**src/mode_access_regs.vh**
```
// constants for cpu mode and memory access control
// assumes byte addresses on a 20-bit cpu bus, one clock, active-low async reset
`ifndef MODE_ACCESS_REGS_VH
`define MODE_ACCESS_REGS_VH

`define MODE_BOOT 3'h0
`define MODE_TEST 3'h1
`define MODE_FIRMWARE 3'h2
`define MODE_SYSTEM 3'h3
`define MODE_USER 3'h4

`define APP_ROM_BASE 20'h00000
`define APP_ROM_SIZE 20'h60000
`define TEST_ROM_BASE 20'h60000
`define TEST_ROM_SIZE 20'h20000
`define EE_BASE 20'h80000
`define EE_SIZE 20'h14000
`define EE_MAKER_SIZE 20'h00200
`define EE_SUPPORT_SIZE 20'h00300
`define RAM_BASE 20'hc0000
`define RAM_FW_SIZE 20'h00200
`define RAM_GEN_SIZE 20'h01400
`define RAM_COP_SIZE 20'h00a80

`define EXC_VEC_BASE 20'h00000
`define IRQ_VEC_BASE 20'h00100
`define SYSTEM_CALL_VECTOR_BASE 20'h00200
`define FIRMWARE_CALL_VECTOR_BASE 20'h60100
`define VEC_STRIDE 20'h00004
`define EXC_COUNT 4
`define IRQ_COUNT 16
`define FIRMWARE_CALL_VECTOR_COUNT 8
`define SYSTEM_CALL_VECTOR_COUNT 32

`endif

```
**src/region_decode.v**
```verilog
// address decoder giving one-hot memory region membership, all zero outside the mapped regions
// assumes constants from mode_access_regs.vh, purely combinational
`timescale 1ns/1ps
`default_nettype none
`include "mode_access_regs.vh"
module region_decode (
	input wire [19:0] addr,
	output reg app_rom,
	output reg test_rom,
	output reg ee_maker,
	output reg ee_support,
	output reg ee_app,
	output reg ram_fw,
	output reg ram_gen,
	output reg ram_cop
);
	wire [19:0] ee_off;
	wire [19:0] ram_off;
	assign ee_off = addr - `EE_BASE;
	assign ram_off = addr - `RAM_BASE;
	always @* begin
		app_rom = addr < `APP_ROM_BASE + `APP_ROM_SIZE;
		test_rom = addr >= `TEST_ROM_BASE && addr < `TEST_ROM_BASE + `TEST_ROM_SIZE;
		ee_maker = addr >= `EE_BASE && ee_off < `EE_MAKER_SIZE;
		ee_support = addr >= `EE_BASE && ee_off >= `EE_MAKER_SIZE &&
			ee_off < `EE_MAKER_SIZE + `EE_SUPPORT_SIZE;
		ee_app = addr >= `EE_BASE && ee_off >= `EE_MAKER_SIZE + `EE_SUPPORT_SIZE &&
			ee_off < `EE_SIZE;
		ram_fw = addr >= `RAM_BASE && ram_off < `RAM_FW_SIZE;
		ram_gen = addr >= `RAM_BASE && ram_off >= `RAM_FW_SIZE &&
			ram_off < `RAM_FW_SIZE + `RAM_GEN_SIZE;
		ram_cop = addr >= `RAM_BASE && ram_off >= `RAM_FW_SIZE + `RAM_GEN_SIZE &&
			ram_off < `RAM_FW_SIZE + `RAM_GEN_SIZE + `RAM_COP_SIZE;
	end
endmodule
`default_nettype wire

```
**src/mode_access_ctrl.v**
```verilog
// cpu mode tracker and memory access checker
// assumes the cpu core presents one request per cycle and stalls on the redirect
`timescale 1ns/1ps
`default_nettype none
`include "mode_access_regs.vh"
module mode_access_ctrl #(
	parameter USER_WINDOWS = 4
) (
	input wire core_clk,
	input wire arst_n,
	input wire test_fuse_blown,
	input wire production_end,
	input wire boot_done,
	input wire chip_health_en,
	input wire health_req,
	input wire health_sel_ident,
	input wire pdc_en,
	input wire pdc_lock,
	input wire pdc_write,
	input wire exc_req,
	input wire [1:0] exc_num,
	input wire irq_req,
	input wire [3:0] irq_num,
	input wire return_user,
	input wire return_system,
	input wire cpu_req,
	input wire cpu_write,
	input wire cpu_fetch,
	input wire [19:0] cpu_addr,
	input wire mmu_write,
	input wire [1:0] mmu_idx,
	input wire [19:0] mmu_base,
	input wire [19:0] mmu_limit,
	input wire mmu_allow_write,
	input wire cop_req,
	input wire [19:0] cop_addr,
	output reg [2:0] cpu_mode,
	output reg privileged,
	output reg cpu_grant,
	output reg cpu_fault,
	output reg cop_grant,
	output reg cop_fault,
	output reg redirect_valid,
	output reg [19:0] redirect_addr,
	output reg test_disabled,
	output reg health_self_test,
	output reg health_ident,
	output reg pdc_accept,
	output reg pdc_refused
);
	////////////////////////////////////////////////////////////////////////
	// mode state
	reg [2:0] mode_next;
	reg test_dis_reg;
	reg fuse_seen_reg;
	wire fw_vec_hit;
	wire sys_vec_hit;
	wire [19:0] fw_off;
	wire [19:0] sys_off;
	assign fw_off = cpu_addr - `FIRMWARE_CALL_VECTOR_BASE;
	assign sys_off = cpu_addr - `SYSTEM_CALL_VECTOR_BASE;
	// a call is a fetch landing on the vector table, nothing else enters firmware mode
	assign fw_vec_hit = cpu_req && cpu_fetch && cpu_addr >= `FIRMWARE_CALL_VECTOR_BASE && fw_off[1:0] == 2'h0 &&
		fw_off < `FIRMWARE_CALL_VECTOR_COUNT * `VEC_STRIDE;
	assign sys_vec_hit = cpu_req && cpu_fetch && cpu_addr >= `SYSTEM_CALL_VECTOR_BASE && sys_off[1:0] == 2'h0 &&
		sys_off < `SYSTEM_CALL_VECTOR_COUNT * `VEC_STRIDE;

	// fuse is sampled after reset release, the flop itself resets to a constant
	always @(posedge core_clk or negedge arst_n) begin
		if (!arst_n) begin
			test_dis_reg <= 1'b0;
			fuse_seen_reg <= 1'b0;
		end else begin
			fuse_seen_reg <= 1'b1;
			if (!fuse_seen_reg && test_fuse_blown)
				test_dis_reg <= 1'b1;
			else if (production_end)
				test_dis_reg <= 1'b1;
		end
	end

	always @* begin
		mode_next = cpu_mode;
		case (cpu_mode)
		`MODE_BOOT: begin
			if (boot_done && fuse_seen_reg)
				mode_next = test_dis_reg ? `MODE_SYSTEM : `MODE_TEST;
		end
		`MODE_TEST: begin
			if (production_end)
				mode_next = `MODE_SYSTEM;
		end
		`MODE_FIRMWARE: begin
			if (return_system)
				mode_next = `MODE_SYSTEM;
			else if (return_user)
				mode_next = `MODE_USER;
		end
		`MODE_SYSTEM, `MODE_USER: begin
			if (fw_vec_hit)
				mode_next = `MODE_FIRMWARE;
			else if (sys_vec_hit || exc_req || irq_req)
				mode_next = `MODE_SYSTEM;
			else if (cpu_mode == `MODE_SYSTEM && return_user)
				mode_next = `MODE_USER;
		end
		default: mode_next = `MODE_BOOT;
		endcase
	end

	always @(posedge core_clk or negedge arst_n) begin
		if (!arst_n) begin
			cpu_mode <= `MODE_BOOT;
			privileged <= 1'b1;
			test_disabled <= 1'b0;
		end else begin
			cpu_mode <= mode_next;
			privileged <= mode_next == `MODE_BOOT || mode_next == `MODE_TEST ||
				mode_next == `MODE_FIRMWARE;
			test_disabled <= test_dis_reg;
		end
	end

	////////////////////////////////////////////////////////////////////////
	// exception and interrupt vectors
	always @(posedge core_clk or negedge arst_n) begin
		if (!arst_n) begin
			redirect_valid <= 1'b0;
			redirect_addr <= 20'h00000;
		end else begin
			redirect_valid <= 1'b0;
			if (exc_req && !privileged) begin
				redirect_valid <= 1'b1;
				redirect_addr <= `EXC_VEC_BASE + {16'h0000, exc_num, 2'h0};
			end else if (irq_req && !privileged) begin
				redirect_valid <= 1'b1;
				redirect_addr <= `IRQ_VEC_BASE + {14'h0000, irq_num, 2'h0};
			end
		end
	end

	////////////////////////////////////////////////////////////////////////
	// user windows, writable from system mode only
	reg [19:0] win_base [0:USER_WINDOWS-1];
	reg [19:0] win_limit [0:USER_WINDOWS-1];
	reg [USER_WINDOWS-1:0] win_wr;
	reg [USER_WINDOWS-1:0] win_hit;
	genvar gi;
	generate
		for (gi = 0; gi < USER_WINDOWS; gi = gi + 1) begin : g_win
			always @(posedge core_clk or negedge arst_n) begin
				if (!arst_n) begin
					win_base[gi] <= 20'h00000;
					win_limit[gi] <= 20'h00000;
					win_wr[gi] <= 1'b0;
				end else if (mmu_write && cpu_mode == `MODE_SYSTEM && mmu_idx == gi) begin
					win_base[gi] <= mmu_base;
					win_limit[gi] <= mmu_limit;
					win_wr[gi] <= mmu_allow_write;
				end
			end
			always @* begin
				win_hit[gi] = cpu_addr >= win_base[gi] && cpu_addr < win_limit[gi] &&
					(!cpu_write || win_wr[gi]);
			end
		end
	endgenerate

	////////////////////////////////////////////////////////////////////////
	// cpu access check
	wire c_app_rom, c_test_rom, c_ee_maker, c_ee_support, c_ee_app;
	wire c_ram_fw, c_ram_gen, c_ram_cop;
	region_decode u_cpu_dec (
		.addr(cpu_addr),
		.app_rom(c_app_rom),
		.test_rom(c_test_rom),
		.ee_maker(c_ee_maker),
		.ee_support(c_ee_support),
		.ee_app(c_ee_app),
		.ram_fw(c_ram_fw),
		.ram_gen(c_ram_gen),
		.ram_cop(c_ram_cop)
	);
	reg cpu_ok;
	reg [2:0] eff_mode;
	always @* begin
		// checking against the next mode lets a vector fetch use the new window
		eff_mode = (fw_vec_hit || sys_vec_hit) ? mode_next : cpu_mode;
		cpu_ok = 1'b0;
		case (eff_mode)
		`MODE_TEST: cpu_ok = 1'b1;
		`MODE_BOOT, `MODE_FIRMWARE:
			cpu_ok = c_test_rom || c_ee_maker || c_ee_support || c_ram_fw;
		`MODE_SYSTEM:
			cpu_ok = c_app_rom || c_ee_app || c_ram_gen || c_ram_cop;
		`MODE_USER:
			cpu_ok = (c_app_rom || c_ee_app || c_ram_gen || c_ram_cop) && |win_hit;
		default: cpu_ok = 1'b0;
		endcase
		// rom is never written outside test mode
		if (cpu_write && (c_app_rom || c_test_rom) && eff_mode != `MODE_TEST)
			cpu_ok = 1'b0;
	end

	always @(posedge core_clk or negedge arst_n) begin
		if (!arst_n) begin
			cpu_grant <= 1'b0;
			cpu_fault <= 1'b0;
		end else begin
			cpu_grant <= cpu_req && cpu_ok;
			cpu_fault <= cpu_req && !cpu_ok;
		end
	end

	////////////////////////////////////////////////////////////////////////
	// coprocessor check, no user windows involved
	wire p_ram_cop;
	region_decode u_cop_dec (
		.addr(cop_addr),
		.app_rom(),
		.test_rom(),
		.ee_maker(),
		.ee_support(),
		.ee_app(),
		.ram_fw(),
		.ram_gen(),
		.ram_cop(p_ram_cop)
	);
	always @(posedge core_clk or negedge arst_n) begin
		if (!arst_n) begin
			cop_grant <= 1'b0;
			cop_fault <= 1'b0;
		end else begin
			cop_grant <= cop_req && p_ram_cop;
			cop_fault <= cop_req && !p_ram_cop;
		end
	end

	////////////////////////////////////////////////////////////////////////
	// chip health and post delivery configuration
	always @(posedge core_clk or negedge arst_n) begin
		if (!arst_n) begin
			health_self_test <= 1'b0;
			health_ident <= 1'b0;
			pdc_accept <= 1'b0;
			pdc_refused <= 1'b0;
		end else begin
			health_self_test <= cpu_mode == `MODE_BOOT && chip_health_en && health_req &&
				!health_sel_ident;
			health_ident <= cpu_mode == `MODE_BOOT && chip_health_en && health_req &&
				health_sel_ident;
			pdc_accept <= pdc_write && pdc_en && !pdc_lock &&
				cpu_mode == `MODE_FIRMWARE;
			pdc_refused <= pdc_write && !(pdc_en && !pdc_lock &&
				cpu_mode == `MODE_FIRMWARE);
		end
	end
endmodule
`default_nettype wire

```
**config.mk**
```make
export PLATFORM = sky130hd
export DESIGN_NAME = mode_access_ctrl
export DESIGN_NICKNAME = d
export VERILOG_FILES = /design/src/region_decode.v /design/src/mode_access_ctrl.v
export VERILOG_INCLUDE_DIRS = /design/src
export SDC_FILE = /design/constraint.sdc
export NUM_CORES = 1
export LEC_CHECK = 0
export BUFFER_PORTS_ARGS = -buffer_cell sky130_fd_sc_hd__buf_2
export CORE_AREA = 2 2 120 209
export CTS_CLUSTER_SIZE = 14
export DETAILED_ROUTE_END_ITERATION = 10
export DIE_AREA = 0 0 122 211
export HOLD_SLACK_MARGIN = 0.02
export PLACE_DENSITY = 0.71
export SKIP_LAST_GASP = 1
export SLEW_MARGIN = 30
export SYNTH_ARGS = -nofsm -noshare
export SYNTH_HDL_FRONTEND = slang
export SYNTH_SLANG_ARGS = --single-unit
```
**constraint.sdc**
```tcl
create_clock -name core_clk -period 2.5 [get_ports core_clk]
set_clock_uncertainty 0.1 [all_clocks]
set_input_delay 0 -clock core_clk [delete_from_list [all_inputs] [get_ports core_clk]]
set_output_delay 0 -clock core_clk [all_outputs]
set_load 0.05 [all_outputs]
```
# == After elaboration in Yosys (flattened, before gate mapping) ==
# Index checks and enable logic that the tools add are counted.
# totals
mem_bits_rw,0
rom_bits,0
latchBits,0
mem_count,0
reg_bits,200
word_cells,185
# op_classes
eq_ne,14
n_bitwise,0
n_div,0
addsub,6
mul,0
mux,18
magnitude_cmp,30
shift,0
reduce_logical,90
# ops
op,count
20-bit greater-or-equal comparator,4
20-bit less-than comparator,4
"20-bit by 10-bit greater-or-equal comparator with 1-bit output, second input constant",3
"20-bit greater-or-equal comparator, second input constant",3
"20-bit subtractor, second input constant",3
1-bit logical AND,55
"20-bit by 13-bit greater-or-equal comparator with 1-bit output, second input constant",2
"20-bit by 19-bit greater-or-equal comparator with 1-bit output, second input constant",2
"20-bit by 10-bit less-than comparator with 1-bit output, second input constant",2
"20-bit by 14-bit less-than comparator with 1-bit output, second input constant",2
20-bit 2-to-1 mux,2
3-bit 2-to-1 mux,8
"20-bit by 11-bit greater-or-equal comparator with 1-bit output, second input constant",1
"20-bit by 11-bit less-than comparator with 1-bit output, second input constant",1
"20-bit by 13-bit less-than comparator with 1-bit output, second input constant",1
"20-bit by 17-bit less-than comparator with 1-bit output, second input constant",1
"20-bit by 19-bit less-than comparator with 1-bit output, second input constant",1
"20-bit less-than comparator, second input constant",1
"20-bit by 6-bit less-than comparator with 1-bit output, second input constant",1
"20-bit by 8-bit less-than comparator with 1-bit output, second input constant",1
"20-bit by 10-bit subtractor with 20-bit output, second input constant",1
"20-bit by 19-bit subtractor with 20-bit output, second input constant",1
1-bit logical OR,16
"3-bit by 2-bit equality test with 1-bit output, second input constant",5
other kinds (16),37

# == Logic depth before layout (Yosys ltp) ==
# logic_depth
depth_word,16
mapped_depth,12

# == Hierarchy ==
# Synthesis repeated with hierarchy kept, for this count alone.
# hier_totals
cells_unflattened,1271
hier_area_um2,11840.1
# by_module_without_submodules
module,n_inst,area_per_inst_um2,seq_area_each_um2,cells_each
mode_access_ctrl,1,11239.5,4630.7,1197
region_decode,2,300.3,0.0,37

# == Worst setup path before layout ==
# No wires, ideal clock.
# synth_path
path_kind,in2reg
from,input port cpu_addr[10]
to,register cpu_fault
cell_stages,11
setup_time_ps,119
path_slack_ps,-189
required_ps,2281
arrival_time_ps,2470
path_buffers,0
cell_sequence,inv_1 > ha_1 > and2b_1 > or4_4 > or4_4 > a2111o_1 > a21oi_1 > o22ai_2 > a211oi_1 > o21ba_1 > and2_1
# synth_between
elab_chain_len,16
word_cells_on_any_way,85
cone_classes,4 x add/sub; 27 x order compare; 5 x eq/ne; 6 x mux; 43 x reduce/logical
# synth_rtl
element,line_no,source
"start, declared",mode_access_ctrl.v:29,"input wire [19:0] cpu_addr,"
"parallel branches: the longest is 13 deep, another holds 20-bit by 10-bit subtractor with 20-bit output",--,
1-bit 2-to-1 mux *,mode_access_ctrl.v:201,if (cpu_write && (c_app_rom || c_test_rom) && eff_mode != `MODE_TEST)
1-bit logical NOT *,mode_access_ctrl.v:211,cpu_fault <= cpu_req && !cpu_ok;
1-bit logical AND *,mode_access_ctrl.v:211,
"end signal, assigned",mode_access_ctrl.v:211,
"end, declared",mode_access_ctrl.v:40,"output reg cpu_fault,"
# Every way passes the cells marked *.
# A chain may end at the register's enable or synchronous reset.

# == Worst setup path after layout ==
# layout_path
from,register win_limit[37] (netlist bit)
to,register cpu_fault
# layout_between
elab_chain_len,9
# layout_rtl
element,line_no,source
"start, declared",mode_access_ctrl.v:145,reg [19:0] win_limit [0:USER_WINDOWS-1];
"start signal, assigned by index",mode_access_ctrl.v:158,win_limit[gi] <= mmu_limit;
20-bit less-than comparator,mode_access_ctrl.v:163,win_hit[gi] = cpu_addr >= win_base[gi] && cpu_addr < win_limit[gi] &&
1-bit logical AND (2 in a row),mode_access_ctrl.v:163,
4-bit OR reduction,mode_access_ctrl.v:197,cpu_ok = (c_app_rom || c_ee_app || c_ram_gen || c_ram_cop) && |win_hit;
1-bit logical AND,mode_access_ctrl.v:197,
1-bit case mux with 4 select lines,mode_access_ctrl.v:190,case (eff_mode)
1-bit 2-to-1 mux,mode_access_ctrl.v:201,
1-bit logical NOT,mode_access_ctrl.v:211,
1-bit logical AND,mode_access_ctrl.v:211,
# No other way between the ends.

==> reports/summary.txt <==
crit end category - flip-flop
# H-tree levels - 4
sequential share of the synthesized area - 40.1%
syn_area_per_cell - 9.31 sq um
core area - 23900 sq um
Hold Crit Class - input pin to asynchronous set/reset pin
HPWL Detailed - 25.1 mm
Period minus WS final - 2570 ps
vias - 10100
synthesized instance count - 1241
ys flop type - dfrtp_1
io pins - 143
CTS tree - done
final setup fails - 2
initial core utilization - 48.3%
DRT antenna net count - 0
worst-case vdd ir drop - 0.603 mV
first-pass GRT wire length - 53.4 mm
Layout Nets - 1811
WP data required - 2750 ps
clk slew on worst S/H paths - 70 ps
status - complete, but fails checks
worst reg2reg path startpoint - win_limit[37]
Reg-to-Reg End - cpu_fault
mapped cell area - 11600 sq um
number of buffers created by CTS - 17
Synth Warn # - 0
post-synth cell types - 67
Highest Clock Rate - 0.389 GHz
RD Place Congestion - 0.917
WP depth - 11
violated checks - setup timing
wire per inst - 17.9 um
total die area - 25700 sq um
unrepaired setup endpoints after global routing - yes
most frequent cells in the layout - dfrtp_1, inv_1, ha_1
pre-CTS WS - -402 ps
crit path cell chain - inv_2 -> ha_4 -> a21o_1 -> a21o_1 -> a221o_1 -> a21oi_2 -> o31a_1 -> a22oi_2 -> o211a_1 -> o21ba_4 -> and2_1
top flop regs - win_base: 80 flops, win_limit: 80 flops, redirect_addr: 5 flops
Row Count - 75
Largest delay share family, worst path - compound AO/OA/AOI/OAI gates
PortBufs - 120
fraction of layout cells with a size suffix above 1 - 23.5%
Hold Violations, Final - 0
Area Overhead vs Synth - 29.7%
Setup crit end - cpu_fault
vias per cell - 5.42
PD cells - 1000 nW/um^2
Final Power - 0.0150 W
leading cell type in the layout, fill and taps excluded - dfrtp_1
slowest stage cell, crit path - dfrtp_1
crit share post-route - 103%
r2r setup slk - -70 ps
Pins Over Slew Limit - 0
Leak Pwr - 7.40 nW
WHS - 31.7 ps
# DRC - 0
DIE WIDTH - 122 um
async set or reset register ratio after synthesis - 100%
setup ws final - -71.0 ps
crit path max fanout - 2
Sinks on Clock Net - 185
die height - 211 um
clk_lat worst skew - 450 ps
Post-Route WL - 33.3 mm
DR pass1 iterations - 5
GRT Overall Usage - 27.2%
worst r2r path cells - 11
Crit path largest cell delay - 370 ps
largest net degree at the start of global routing - 71
Critical path buffers and inverters - 1
antenna violations before repair - 0
CTS root buf - clkbuf_16
CP arrival - 2820 ps
# Max-Cap Violations - 0
Max clock buf depth - 2
Setup CP Type - flip-flop to flip-flop
Yosys reg bits - 185
vias in the first global route - 10500
filler cell count - 1955
grt ovf - 0
Post-synth EDFFs - 0
Worst Setup SP - win_limit[37]
Crit path top cell by count - a21o_1
CP startpoint kind - flip-flop
initial DRC count - 432
ANT cells - 0
final cells by class:
type | count | area [sq um] | share of cell area (%)
multi-input combinational | 852 | 6310 | 42.1
sequential | 185 | 4630 | 30.9
timing repair buffer | 314 | 2370 | 15.8
inverter | 167 | 627 | 4.18
clock buffer | 18 | 439 | 2.93
tap | 308 | 385 | 2.57
clock inverter | 14 | 220 | 1.47
metrics by stage:
step | instance area, sq um | instances | util [%] | TNS, ps
CTS | 14900 | 1857 | 62.3 | -101
floorplan | 11600 | 1255 | - | -62.7
detailed placement | 13300 | 1743 | 55.6 | -1370
global route | 15000 | 1858 | 62.6 | -303
finish | 15000 | 1858 | 62.6 | -85.2
global placement | 13300 | 1743 | 55.6 | -1160
logic make-up (layout without fill, tap and decap cells):
family / Yosys count / in the layout / share of synthesized area, %
compound gates: 315 / 315 / 16.4
simple gates: 304 / 304 / 12.8
buf+inv: 218 / 513 / 7.74
flops: 185 / 185 / 40.1
fa+ha+maj: 165 / 165 / 17.9
mux: 49 / 49 / 4.77
xor+xnor: 3 / 3 / 0.227
other cells: 2 / 16 / 0.0650
synth_stat cells (3+ instances only):
library cell    n  share of area (%)
a21o_1         42                2.7
nor3_1         15               0.65
nor2b_1        14               0.76
a31oi_1         3               0.16
nand3_1        11               0.48
xnor2_1         3               0.23
a221o_1         4               0.35
o21ai_0       156                6.8
ha_1          165                 18
o31ai_1         3               0.19
and2_1          7               0.38
inv_1         167                5.4
nor3b_1         6               0.39
nand3b_1        4               0.26
nor2_1         32                1.0
and4_1          5               0.38
o21a_1          5               0.32
buf_4          16                1.0
and3_1          4               0.22
a2111oi_0       8               0.61
buf_1           5               0.16
a22oi_1         4               0.26
a21oi_1        52                2.3
nor4_1          7               0.38
a21boi_0        4               0.26
nand2_1       147                4.8
nand4_1        22                1.2
mux2_2         48                4.7
nand2b_1       13               0.70
nor4b_1         3               0.23
o211ai_1        4               0.26
clkbuf_1       27               0.88
or3_1           3               0.16
a211oi_1        8               0.52
dfrtp_1       184                 40
what timing repair did:
| action | 4_1_cts | 5_1_grt |
|---|---|---|
| setup buffers | 2 | 1 |
| endpoints found under the setup margin | 2 | 2 |
| cloned | 0 | 0 |
| hold buffers | 80 | 0 |
| endpoints found under the hold margin | 368 | 0 |
| pin swaps | 22 | 9 |
| resized for setup | 28 | 17 |
where the power goes:
group | internal [W] | total, W | switching (W)
clock network | 0.00181 | 0.00303 | 0.00122
logic | 0.00311 | 0.00701 | 0.00390
registers | 0.00441 | 0.00495 | 0.000542
worst min-delay path by stage:
stage	end	slack [ps]	cells after the start
CTS	privileged	20	2
detailed placement	win_base[73]	-120	1
floorplan	cop_fault	-400	0
finish	privileged	30	2
global route	privileged	30	2
global placement	win_base[73]	-120	1
per-layer routing:
| metal | GRT usage [%] | vias to the layer above | routed length (um) |
|---|---|---|---|
| met5 | 0 | - | 0 |
| met4 | 17.1 | 0 | 2070 |
| met3 | 4.35 | 96 | 1380 |
| met2 | 49.1 | 315 | 17400 |
| met1 | 29.0 | 4803 | 12500 |
| li1 | - | 4848 | - |
No activity file was read; power rests on OpenSTA's default activity.
